===== src/core/crf_pkg.sv =====
// Purpose: shared constants and types for the cpu register set
// Assumes: 8-bit data, 16-bit address space
// Notes:   operation codes are driven by the instruction sequencer
package crf_pkg;

	localparam int unsigned CRF_DW = 8;
	localparam int unsigned CRF_AW = 16;

	localparam logic [7:0]  CRF_HI_RESET   = 8'h00;
	localparam logic [15:0] CRF_SP_RESET   = 16'h00FF;
	localparam logic [7:0]  CRF_SP_LO_INIT = 8'hFF;
	localparam logic [15:0] CRF_PC_RESET   = 16'h0000;
	localparam logic [15:0] CRF_VEC_HI     = 16'hFFFE;
	localparam logic [15:0] CRF_VEC_LO     = 16'hFFFF;
	localparam logic [15:0] CRF_DIR_LIMIT  = 16'h00FF;
	localparam logic [7:0]  CRF_ZERO8      = 8'h00;
	localparam logic [15:0] CRF_ONE16      = 16'h0001;
	localparam logic [15:0] CRF_ZERO16     = 16'h0000;
	localparam logic [7:0]  CRF_ONE8       = 8'h01;

	// condition code bit positions
	localparam int unsigned CRF_CC_V = 7;
	localparam int unsigned CRF_CC_S6 = 6;
	localparam int unsigned CRF_CC_S5 = 5;
	localparam int unsigned CRF_CC_H = 4;
	localparam int unsigned CRF_CC_I = 3;
	localparam int unsigned CRF_CC_N = 2;
	localparam int unsigned CRF_CC_Z = 1;
	localparam int unsigned CRF_CC_C = 0;
	localparam logic [7:0]  CRF_CC_FIXED = 8'h60;

	// alu operations
	typedef enum logic [3:0] {
		CRF_ALU_ADD = 4'h0,
		CRF_ALU_ADC = 4'h1,
		CRF_ALU_SUB = 4'h2,
		CRF_ALU_AND = 4'h3,
		CRF_ALU_OR  = 4'h4,
		CRF_ALU_XOR = 4'h5,
		CRF_ALU_CLR = 4'h6,
		CRF_ALU_INC = 4'h7,
		CRF_ALU_DEC = 4'h8,
		CRF_ALU_COM = 4'h9,
		CRF_ALU_NEG = 4'hA,
		CRF_ALU_LSL = 4'hB,
		CRF_ALU_LSR = 4'hC,
		CRF_ALU_ROL = 4'hD,
		CRF_ALU_ROR = 4'hE,
		CRF_ALU_PASS = 4'hF
	} crf_alu_e;

	// register-level operations from the sequencer
	typedef enum logic [4:0] {
		CRF_OP_NOP      = 5'h00,
		CRF_OP_ALU_A    = 5'h01,
		CRF_OP_ALU_X    = 5'h02,
		CRF_OP_LDA      = 5'h03,
		CRF_OP_LDX      = 5'h04,
		CRF_OP_LDH      = 5'h05,
		CRF_OP_LDHX     = 5'h06,
		CRF_OP_TAX      = 5'h07,
		CRF_OP_TXA      = 5'h08,
		CRF_OP_LDSP     = 5'h09,
		CRF_OP_STACK_ADJUST_INSTR = 5'h0A,
		CRF_OP_STACK_LOW_RESET_INSTR = 5'h0B,
		CRF_OP_PUSH     = 5'h0C,
		CRF_OP_PULL     = 5'h0D,
		CRF_OP_MUL      = 5'h0E,
		CRF_OP_DIV      = 5'h0F,
		CRF_OP_BRANCH   = 5'h10,
		CRF_OP_JUMP     = 5'h11,
		CRF_OP_PC_INC   = 5'h12,
		CRF_OP_LDCC     = 5'h13
	} crf_op_e;

	// address source for the address generator
	typedef enum logic [2:0] {
		CRF_AD_PC   = 3'h0,
		CRF_AD_DIR  = 3'h1,
		CRF_AD_EXT  = 3'h2,
		CRF_AD_IDX  = 3'h3,
		CRF_AD_IDXO = 3'h4,
		CRF_AD_SP   = 3'h5,
		CRF_AD_SPO  = 3'h6
	} crf_adsel_e;

	// reset vector fetch states
	typedef enum logic [2:0] {
		CRF_ST_VHI = 3'b001,
		CRF_ST_VLO = 3'b010,
		CRF_ST_RUN = 3'b100
	} crf_state_e;

	typedef struct packed {
		crf_op_e          op;
		crf_alu_e         alu;
		logic [7:0]       data;
		logic [15:0]      word;
		logic [15:0]      offset;
		crf_adsel_e       adsel;
		logic             ld_v;
		logic             ld_h;
		logic             ld_nzc;
	} crf_cmd_s;

	typedef struct packed {
		logic [7:0]  acc;
		logic [7:0]  idx_hi;
		logic [7:0]  idx_lo;
		logic [15:0] sp;
		logic [15:0] pc;
		logic [7:0]  ccr;
	} crf_view_s;

endpackage


===== src/core/crf_regs.sv =====
// Purpose: programmer-visible cpu register set with address forming
// Assumes: sequencer issues one command per cycle on cmd; memory read
//          data arrives in cmd.data; registers sit on no bus
// Notes:   accumulator and low index byte are not touched by reset
`timescale 1ns/1ps
module crf_regs
	import crf_pkg::*;
(
	// clock and reset
	input  wire logic        clk_sys,
	input  wire logic        rst_n,
	// sequencer command
	input  wire crf_cmd_s    cmd,
	// memory access request
	output logic      [15:0] mem_addr,
	output logic      [7:0]  mem_wdata,
	output logic             mem_rd,
	output logic             mem_wr,
	// register view and status
	output crf_view_s        regs,
	output logic             div_error,
	output logic             vec_done
);
	typedef struct packed {
		crf_state_e  state;
		logic [7:0]  acc;
		logic [7:0]  idx_hi;
		logic [7:0]  idx_lo;
		logic [15:0] sp;
		logic [15:0] pc;
		logic [7:0]  ccr;
		logic [15:0] addr;
		logic [7:0]  wdata;
		logic        rd;
		logic        wr;
		logic        div_err;
		logic        vdone;
	} crf_state_s;

	crf_state_s st_r;
	crf_state_s st_nxt;

	logic [7:0] alu_a;
	logic [7:0] alu_res;
	logic       f_v;
	logic       f_h;
	logic       f_n;
	logic       f_z;
	logic       f_c;

	function automatic logic [15:0] crf_sext8(input logic [7:0] v);
		crf_sext8 = {{8{v[7]}}, v};
	endfunction

	function automatic logic [7:0] crf_fix_cc(input logic [7:0] cc);
		crf_fix_cc = cc | CRF_CC_FIXED;
	endfunction

	// h:x joined as one pointer, shared by the indexed address forms
	function automatic logic [15:0] crf_hx(input logic [7:0] hi, input logic [7:0] lo);
		crf_hx = {hi, lo};
	endfunction

	// wraps at the top of the 64k space, as the pointer registers do
	function automatic logic [15:0] crf_up16(input logic [15:0] v);
		crf_up16 = v + CRF_ONE16;
	endfunction

	// operand for alu comes from accumulator or low index byte
	assign alu_a = (cmd.op == CRF_OP_ALU_X) ? st_r.idx_lo : st_r.acc;

	crf_alu u_alu (
		.op_a     (alu_a),
		.op_b     (cmd.data),
		.carry_in (st_r.ccr[CRF_CC_C]),
		.func     (cmd.alu),
		.result   (alu_res),
		.flag_v   (f_v),
		.flag_h   (f_h),
		.flag_n   (f_n),
		.flag_z   (f_z),
		.flag_c   (f_c)
	);

	always_comb
	begin
		logic [15:0] prod;
		logic [15:0] dividend;
		logic [15:0] quot;
		logic [7:0]  cc;
		prod     = 16'h0000;
		dividend = 16'h0000;
		quot     = 16'h0000;
		st_nxt   = st_r;
		st_nxt.rd = 1'b0;
		st_nxt.wr = 1'b0;
		cc = st_r.ccr;
		case (st_r.state)
			CRF_ST_VHI:
			begin
				// vector high byte arrives in the same cycle as its read request
				st_nxt.addr = CRF_VEC_LO;
				st_nxt.rd   = 1'b1;
				st_nxt.pc   = {cmd.data, st_r.pc[7:0]};
				st_nxt.state = CRF_ST_VLO;
			end
			CRF_ST_VLO:
			begin
				st_nxt.pc    = {st_r.pc[15:8], cmd.data};
				st_nxt.state = CRF_ST_RUN;
				st_nxt.vdone = 1'b1;
			end
			CRF_ST_RUN:
			begin
				case (cmd.op)
					CRF_OP_ALU_A, CRF_OP_ALU_X:
					begin
						if (cmd.op == CRF_OP_ALU_A)
							st_nxt.acc = alu_res;
						else
							st_nxt.idx_lo = alu_res;
						if (cmd.ld_v)
							cc[CRF_CC_V] = f_v;
						if (cmd.ld_h)
							cc[CRF_CC_H] = f_h;
						if (cmd.ld_nzc)
						begin
							cc[CRF_CC_N] = f_n;
							cc[CRF_CC_Z] = f_z;
							cc[CRF_CC_C] = f_c;
						end
					end
					CRF_OP_LDA:  st_nxt.acc = cmd.data;
					CRF_OP_LDX:  st_nxt.idx_lo = cmd.data;
					CRF_OP_LDH:  st_nxt.idx_hi = cmd.data;
					CRF_OP_LDHX: {st_nxt.idx_hi, st_nxt.idx_lo} = cmd.word;
					CRF_OP_TAX:  st_nxt.idx_lo = st_r.acc;
					CRF_OP_TXA:  st_nxt.acc = st_r.idx_lo;
					CRF_OP_LDSP: st_nxt.sp = cmd.word;
					CRF_OP_STACK_ADJUST_INSTR:
						st_nxt.sp = st_r.sp + crf_sext8(cmd.data);
					CRF_OP_STACK_LOW_RESET_INSTR:
						st_nxt.sp = {st_r.sp[15:8], CRF_SP_LO_INIT};
					CRF_OP_PUSH:
					begin
						// data byte is chosen by the sequencer: pc bytes, a, x, h or ccr
						st_nxt.addr  = st_r.sp;
						st_nxt.wdata = cmd.data;
						st_nxt.wr    = 1'b1;
						st_nxt.sp    = st_r.sp - CRF_ONE16;
					end
					CRF_OP_PULL:
					begin
						st_nxt.sp   = crf_up16(st_r.sp);
						st_nxt.addr = crf_up16(st_r.sp);
						st_nxt.rd   = 1'b1;
					end
					CRF_OP_MUL:
					begin
						prod = {8'h00, st_r.idx_lo} * {8'h00, st_r.acc};
						st_nxt.idx_lo = prod[15:8];
						st_nxt.acc    = prod[7:0];
						cc[CRF_CC_H]  = 1'b0;
						cc[CRF_CC_C]  = 1'b0;
					end
					CRF_OP_DIV:
					begin
						// h:a divided by x; quotient in a, remainder in h
						dividend = {st_r.idx_hi, st_r.acc};
						if (st_r.idx_lo == CRF_ZERO8)
						begin
							st_nxt.div_err = 1'b1;
							cc[CRF_CC_C]   = 1'b1;
						end
						else
						begin
							quot = dividend / {8'h00, st_r.idx_lo};
							st_nxt.div_err = 1'b0;
							st_nxt.acc    = quot[7:0];
							st_nxt.idx_hi = 8'(dividend % {8'h00, st_r.idx_lo});
							cc[CRF_CC_C]  = (quot[15:8] != CRF_ZERO8);
							cc[CRF_CC_Z]  = (quot[7:0] == CRF_ZERO8);
						end
					end
					CRF_OP_BRANCH: st_nxt.pc = st_r.pc + crf_sext8(cmd.data);
					CRF_OP_JUMP:   st_nxt.pc = cmd.word;
					CRF_OP_PC_INC: st_nxt.pc = crf_up16(st_r.pc);
					CRF_OP_LDCC:   cc = cmd.data;
					default:       st_nxt.rd = 1'b0;
				endcase
				// address generator request, full 16-bit linear space
				if (cmd.op == CRF_OP_NOP)
				begin
					st_nxt.rd = 1'b1;
					case (cmd.adsel)
						CRF_AD_DIR:  st_nxt.addr = {CRF_ZERO8, cmd.data};
						CRF_AD_EXT:  st_nxt.addr = cmd.word;
						CRF_AD_IDX:  st_nxt.addr = crf_hx(st_r.idx_hi, st_r.idx_lo);
						CRF_AD_IDXO:
							st_nxt.addr = crf_hx(st_r.idx_hi, st_r.idx_lo) + cmd.offset;
						CRF_AD_SP:   st_nxt.addr = crf_up16(st_r.sp);
						CRF_AD_SPO:  st_nxt.addr = st_r.sp + cmd.offset;
						default:     st_nxt.addr = st_r.pc;
					endcase
				end
			end
			default:
			begin
				st_nxt.state = CRF_ST_RUN;
				st_nxt.vdone = 1'b1;
			end
		endcase
		st_nxt.ccr = crf_fix_cc(cc);
		if (!rst_n)
		begin
			st_nxt.state  = CRF_ST_VHI;
			st_nxt.idx_hi = CRF_HI_RESET;
			st_nxt.sp     = CRF_SP_RESET;
			st_nxt.pc     = CRF_PC_RESET;
			st_nxt.ccr    = crf_fix_cc(CRF_ZERO8) | (CRF_ONE8 << CRF_CC_I);
			st_nxt.addr   = CRF_VEC_HI;
			st_nxt.wdata  = CRF_ZERO8;
			st_nxt.rd     = 1'b1;
			st_nxt.wr     = 1'b0;
			st_nxt.div_err = 1'b0;
			st_nxt.vdone  = 1'b0;
			// acc and idx_lo deliberately keep their value
			st_nxt.acc    = st_r.acc;
			st_nxt.idx_lo = st_r.idx_lo;
		end
	end

	always_ff @(posedge clk_sys)
	begin
		st_r <= st_nxt;
	end

	// view only; no address decode exists for these registers
	// one driver for the whole view, fields in crf_view_s order
	assign regs      = {st_r.acc, st_r.idx_hi, st_r.idx_lo, st_r.sp, st_r.pc, st_r.ccr};
	assign mem_addr  = st_r.addr;
	assign mem_wdata = st_r.wdata;
	assign mem_rd    = st_r.rd;
	assign mem_wr    = st_r.wr;
	assign div_error = st_r.div_err;
	assign vec_done  = st_r.vdone;

endmodule


===== src/core/crf_alu.sv =====
// Purpose: 8-bit alu with condition code outputs
// Assumes: purely combinational, same clock domain as caller
// Notes:   half-carry only meaningful for add forms
`timescale 1ns/1ps
module crf_alu
	import crf_pkg::*;
(
	// operands
	input  wire logic [7:0] op_a,
	input  wire logic [7:0] op_b,
	input  wire logic       carry_in,
	input  wire crf_alu_e   func,
	// result
	output logic      [7:0] result,
	output logic            flag_v,
	output logic            flag_h,
	output logic            flag_n,
	output logic            flag_z,
	output logic            flag_c
);
	logic [8:0] sum;
	logic [4:0] low;

	always_comb
	begin
		sum    = {1'b0, op_a};
		low    = 5'h00;
		flag_v = 1'b0;
		flag_h = 1'b0;
		flag_c = carry_in;
		case (func)
			CRF_ALU_ADD, CRF_ALU_ADC:
			begin
				sum    = {1'b0, op_a} + {1'b0, op_b} + {8'h00, (func == CRF_ALU_ADC) & carry_in};
				low    = {1'b0, op_a[3:0]} + {1'b0, op_b[3:0]}
					+ {4'h0, (func == CRF_ALU_ADC) & carry_in};
				flag_h = low[4];
				flag_c = sum[8];
				flag_v = (op_a[7] == op_b[7]) & (sum[7] != op_a[7]);
			end
			CRF_ALU_SUB:
			begin
				sum    = {1'b0, op_a} - {1'b0, op_b};
				flag_c = sum[8];
				flag_v = (op_a[7] != op_b[7]) & (sum[7] != op_a[7]);
			end
			CRF_ALU_AND:  sum = {1'b0, op_a & op_b};
			CRF_ALU_OR:   sum = {1'b0, op_a | op_b};
			CRF_ALU_XOR:  sum = {1'b0, op_a ^ op_b};
			CRF_ALU_CLR:  sum = 9'h000;
			CRF_ALU_INC:
			begin
				sum    = {1'b0, op_a} + 9'h001;
				flag_v = (op_a == 8'h7F);
			end
			CRF_ALU_DEC:
			begin
				sum    = {1'b0, op_a} - 9'h001;
				flag_v = (op_a == 8'h80);
			end
			CRF_ALU_COM:
			begin
				sum    = {1'b0, ~op_a};
				flag_c = 1'b1;
			end
			CRF_ALU_NEG:
			begin
				sum    = 9'h000 - {1'b0, op_a};
				flag_c = (op_a != 8'h00);
				flag_v = (op_a == 8'h80);
			end
			CRF_ALU_LSL:
			begin
				sum    = {op_a, 1'b0};
				flag_c = op_a[7];
				flag_v = op_a[7] ^ op_a[6];
			end
			CRF_ALU_LSR:
			begin
				sum    = {2'b00, op_a[7:1]};
				flag_c = op_a[0];
				flag_v = op_a[0];
			end
			CRF_ALU_ROL:
			begin
				sum    = {op_a, carry_in};
				flag_c = op_a[7];
				flag_v = op_a[7] ^ op_a[6];
			end
			CRF_ALU_ROR:
			begin
				sum    = {1'b0, carry_in, op_a[7:1]};
				flag_c = op_a[0];
				flag_v = carry_in ^ op_a[0];
			end
			default:      sum = {1'b0, op_b};
		endcase
		result = sum[7:0];
		flag_n = sum[7];
		flag_z = (sum[7:0] == 8'h00);
	end

endmodule


===== config.mk =====
export PLATFORM = sky130hd
export DESIGN_NAME = crf_regs
export DESIGN_NICKNAME = d
export VERILOG_FILES = /design/src/core/crf_pkg.sv /design/src/core/crf_regs.sv /design/src/core/crf_alu.sv
export SDC_FILE = /design/constraint.sdc
export NUM_CORES = 1
export LEC_CHECK = 0
export ABC_AREA = 1
export BUFFER_PORTS_ARGS = -buffer_cell sky130_fd_sc_hd__buf_2
export CELL_PAD_IN_SITES_DETAIL_PLACEMENT = 0
export CELL_PAD_IN_SITES_GLOBAL_PLACEMENT = 2
export CORE_MARGIN = 2
export CORE_UTILIZATION = 34
export DETAILED_ROUTE_END_ITERATION = 8
export MAX_ROUTING_LAYER = met4
export PLACE_DENSITY_LB_ADDON = 0.1
export SETUP_SLACK_MARGIN = 0.2
export SYNTH_ARGS = -nofsm -noshare
export SYNTH_HDL_FRONTEND = slang
export SYNTH_SLANG_ARGS = --single-unit

===== constraint.sdc =====
create_clock -name clk_sys -period 35.9 [get_ports clk_sys]
set_clock_uncertainty 0.2 [all_clocks]
set_input_delay 10.77 -clock clk_sys [delete_from_list [all_inputs] [get_ports clk_sys]]
set_output_delay 10.77 -clock clk_sys [all_outputs]
set_load 0.01 [all_outputs]

## Word level (Yosys, flattened, before mapping)

Cells that the tools add are included.
Widths: inputs -> output; s select.

| operators by class | value |
|---|---|
| bitwise operators | 12 |
| reduce and logical (&&, ||, !) cells | 41 |
| divide/modulo/power cells | 2 |
| equality and inequality tests | 57 |
| multiplexer cells | 34 |
| add/sub/neg operators | 15 |
| $mul | 1 |

Operators with widths:

| cell | number |
|---|---|
| $pmux 8 s14 | 1 |
| $pmux 16 s3 | 2 |
| $pmux 16 s6 | 1 |
| $pmux 16 s5 | 1 |
| $pmux 8 s5 | 2 |
| $add 16x16->16 | 4 |
| $pmux 16 s2 | 2 |
| $eq 5x4->1 const B | 8 |
| $add 16x1->16 const B | 2 |
| $mux 16 | 2 |
| $eq 4x4->1 const B | 7 |
| $logic_not 8->1 | 3 |
| $mux 8 | 3 |
| $pmux 8 s3 | 1 |
| $reduce_and 3->1 | 7 |
| $eq 5x3->1 const B | 4 |
| $eq 5x5->1 const B | 4 |
| $div 16x8->16 | 1 |
| $eq 4x3->1 const B | 4 |
| $mod 16x8->16 | 1 |
| $mul 8x8->16 | 1 |
| $reduce_bool 8->1 | 2 |
| $sub 16x1->16 const B | 1 |
| $reduce_bool 5->1 | 3 |
| 47 further kinds | 95 |

| word-level totals | value |
|---|---|
| register bits after elaboration | 95 |
| bits of input ports | 57 |

## Longest topological paths before layout

| depth | value |
|---|---|
| depth in word-level cells | 9 |
| mapped depth | 213 |
| gate-level depth less buffers | 199 |

## Modules after synthesis

From an unflattened synthesis, not the netlist that was laid out.

| unflattened totals | value |
|---|---|
| cell total of the unflattened synthesis | 3110 |
| area total of the unflattened synthesis | 19072.0 um^2 |

By module, submodules not included:

| module | times used | cells an instance | area each (um^2) |
|---|---|---|---|
| crf_regs | 1 | 2659 | 16807.4 |
| crf_alu | 1 | 451 | 2264.7 |

## Worst setup path before layout

No wires, ideal clock.

| path | value |
|---|---|
| kind | register to register |
| start point | reg st_r, in the netlist regs[40] |
| end point | reg st_r, in the netlist regs[56], data pin |
| library setup time | 271 ps |
| period minus slack after synthesis | 27332 ps |
| data arrival time | 26861 ps |
| setup slack | 8568 ps |
| cell stages (with the launch flop) | 204 |
| path buffers | 14 |
| cells stage by stage | edfxtp_1 > clkbuf_1 > inv_1 > ha_1 > nor2_1 > nor2_2 > nand2_1 > nand2_1 > nand2_1 > ha_1 > o21ai_0 > nand2_1 > nand2_2 > nand2_1 > nand2_1 > ha_1 > nand2_1 > nand3_1 > (+168 left out) > nor2_4 > nand2_4 > buf_6 > clkbuf_1 > o21ai_0 > inv_1 > ha_1 > a21oi_1 > o21ai_0 > a21oi_1 > o21ai_0 > a211o_1 > a21oi_1 > nand3_1 > nor2_2 > nand3_4 > a21oi_1 > a21oi_1 |

| on the way | value |
|---|---|
| longest elaborated chain between the ends | 6 |
| elaborated cells between the ends (all ways) | 17 |
| classes of those cells | add/sub: 6; mul: 1; div: 1; mux: 5; bitwise: 4 |

Ends and longest elaborated chain:

| what | RTL line | RTL |
|---|---|---|
| start: declaration | crf_regs.sv:40 | `crf_state_s st_r;` |
| start signal: assignment | crf_regs.sv:235 | `st_r <= st_nxt;` |
| parallel branches: the longest is 5 deep, another holds $div 16x8->16 | -- |  |
| $pmux 8 s5 (*) | crf_regs.sv:115 | `case (cmd.op)` |

Every way passes the cells marked *. The select of a mux whose other input is x is not followed.
A chain may end at the register's enable or synchronous reset.

## Final worst setup path

Same ends and word-level chain as after synthesis.

==> metrics <==
outcome=completed; maximum clock rate=32.2 MHz; Hold Path Depth=2; Core ar.=54000 um2; CTS buffer count=9; fin. max-slew vios=0; vias in the first global route=18700; EDFF count, synth=16; gpl congestion=0.954; Pwr Density=102 nW/um2; I/O pin count=149; crit path DAT=30.91 ns; Synth Area per Inst=6.34 um2; setup bufs post-CTS=0; GRT Util Overall=27.3%; H-Tree Depth=3; CTS tree=yes; hold_sp=vec_done; CP required=35.80 ns; Die X=238 um; launching element type of the critical path=register; Sink Count=93; reg2reg start=regs[40]; leakage power=10.4 nW; post-route antenna net violation count=0; asr flop ratio synth=0%; Stages on worst setup path=183; port bufs=146; Crit path largest cell delay=0.82 ns; Yosys Warn Count=0; Layout Utilization=36.7%; most used cell, CP=nand2_1; WS Path Type=reg2reg; final hold vios=0; Top FF cell, synth=dfxtp_1; fin crit period=31.01 ns; antenna violations before repair=2; synth unique cells=67; drt drc=0; setup_tns=0 ns; RSZ-0062 raised after global routing=false; clock latency on the worst-skew pair=0.37 ns; normalized max-slew margin=22.0%; Reg2Reg Depth=183; row cnt=85; slew at the pin closest to its max-slew limit=1.14 ns; largest net degree at the start of global routing=42; element type at the critical path end=register; hold slack=0.258 ns; Clock Tree Buf Depth=2; synthesized cell area=18600 um2; cts hold-fix bufs=0; CP Buf/Inv Count=21; post-CTS sizing=0; critical path startpoint=regs[40]; initial DRC count=1383; total grt overflow=0; first-pass GRT wire length=115 mm; final WL=76.9 mm; Vias=19700; Wirelength per Cell=21.0 um; #FFs+latches synth=93; final net count=3291; slowest stage cell on the critical path=edfxtp_1; layout cell share with drive strength beyond 1=11.2%; Initial Util=34.5%; Post-Syn Instances=2943; DR pass1 iterations=5; # setup viols final=0; DP Wirelength=61.3 mm; final cycle utilization of the critical path=86.4%; Clk pin slew, worst setup/hold paths=0.08 ns; maximum capacitance violations=0; Worst Hold Class=reg2reg; Die H=238 um; sequential fraction of the synthesis area=10.8%; Area Overhead vs Synth=6.25%; vias per cell=5.37; CP max FO=22; clock root buffer=clkbuf_16; Largest delay share family, worst path=simple AND/OR/NAND/NOR gates; die area=56700 um2; Max IR drop VDD=0.165 mV
[logic make-up after synthesis]
| kind of cell | after synthesis | synth area share [%] |
|---|---|---|
| other | 1 | 0.0201 |
| adder cells (fa/ha/maj) | 266 | 19.6 |
| buffers and inverters | 654 | 15.2 |
| AO/OA/AOI/OAI | 661 | 21.3 |
| flip-flops | 93 | 10.8 |
| AND/OR/NAND/NOR | 1165 | 28.2 |
| XOR/XNOR | 103 | 4.84 |
[per-layer routing]
metal	up-vias	GRT usage, %	wire [um]
met5	-	-	0
met4	0	6.10	1690
met3	85	2.28	3590
met2	549	45.3	36000
met1	9321	36.2	35600
li1	9757	-	-
[cell usage after synthesis (10+ instances only)]
| cell | n | area [um2] |
|---|---|---|
| nor2_1 | 248 | 931 |
| nor2_2 | 10 | 62.6 |
| clkbuf_1 | 72 | 270 |
| xor2_1 | 67 | 587 |
| a21o_1 | 17 | 128 |
| nand2_4 | 10 | 113 |
| nand2_1 | 575 | 2160 |
| a21oi_2 | 10 | 87.6 |
| o22ai_1 | 33 | 206 |
| nor2_4 | 11 | 124 |
| buf_4 | 90 | 676 |
| dfxtp_1 | 77 | 1540 |
| a211oi_1 | 15 | 113 |
| fa_1 | 44 | 881 |
| o2111ai_1 | 17 | 149 |
| o31ai_1 | 16 | 120 |
| o211ai_1 | 16 | 120 |
| xnor2_1 | 36 | 315 |
| nor4_1 | 10 | 62.6 |
| o221ai_1 | 17 | 149 |
| a21oi_1 | 187 | 936 |
| or2_2 | 10 | 62.6 |
| nand3_2 | 18 | 180 |
| inv_1 | 455 | 1710 |
| nand3_1 | 138 | 691 |
| inv_2 | 18 | 67.6 |
| edfxtp_1 | 16 | 480 |
| o21bai_1 | 19 | 143 |
| o21ai_0 | 231 | 1160 |
| a221oi_1 | 22 | 193 |
| nand2_2 | 30 | 188 |
| nor3_1 | 42 | 210 |
| ha_1 | 222 | 2780 |
| nand4_1 | 37 | 231 |
| o21ai_1 | 18 | 90.1 |
[flip-flops by register name (all words and copies together), names as in the netlist]
register   flops
regs          62
mem_addr      16
mem_wdata      8
st_r           3
div_error      1
mem_rd         1
mem_wr         1
vec_done       1
[final timing paths]
check / to / slack, ns
worst max-delay path: regs[56] / 4.89
worst min register to register: vec_done / 0.26
worst max register to register: regs[56] / 4.89
worst min-delay path: vec_done / 0.26
[worst reg2reg max path, delay by kind of cell (launching register included)]
kind | cells | cell delay [ns]
fa+ha+maj | 16 | 5.23
xor+xnor | 1 | 0.15
simple gates | 88 | 11.90
flops | 1 | 0.82
compound gates | 57 | 10.02
buf+inv | 21 | 2.40
[layout make-up]
class | count | area [um2]
fill | 6065 | 34200
multi-input combinational | 2197 | 13800
sequential | 93 | 2020
inverter | 481 | 1810
timing repair buffer | 186 | 1030
tap | 696 | 871
clock buffer | 11 | 233
clock inverter | 5 | 33.8
antenna | 1 | 2.50
[cells in the final DEF (no fill, tap or decap), types with 7 or more instances in the layout]
master     count
clkinv_1       8
xnor2_1       36
o31ai_1       15
a211oi_1      15
a21oi_1      187
o221ai_1      17
nor2_4        11
o2111ai_1     17
buf_2        146
inv_2         18
nor2_1       248
nor4_1        10
fa_1          44
edfxtp_1      16
or2_2         10
o21bai_1      19
o311ai_0       7
a21oi_2       10
nand3_2       18
nand2_4       10
clkbuf_16      9
a21o_1        17
xor2_1        67
dfxtp_1       77
buf_4         40
nand2_2       30
o21ai_0      231
o21ai_1       18
inv_1        455
nand4_1       37
a221oi_1      22
nand3_1      138
nor3_1        41
nand2_1      575
o22ai_1       33
o211ai_1      16
ha_1         222
nor2_2        10
[where the power goes]
part	total [mW]	internal (mW)	leakage (nW)	switching (mW)
Combinational	1.82	0.612	9.46	1.20
Clock	0.0937	0.0472	0.124	0.0465
Sequential	0.118	0.111	0.774	0.00637
[per-stage QoR]
| step | total power, mW | worst slack (ns) | std cells | cell area, um2 |
|---|---|---|---|---|
| after floorplan | 1.55 | 8.57 | 2944 | 18600 |
| after global placement | 1.92 | 5.91 | 3653 | 19500 |
| after detailed placement | 1.91 | 5.08 | 3653 | 19500 |
| after CTS | 2.02 | 4.98 | 3669 | 19800 |
| after global routing | 2.26 | 1.33 | 3670 | 19800 |
| final | 2.03 | 4.89 | 3670 | 19800 |
Power figures use the tool's default switching activity.
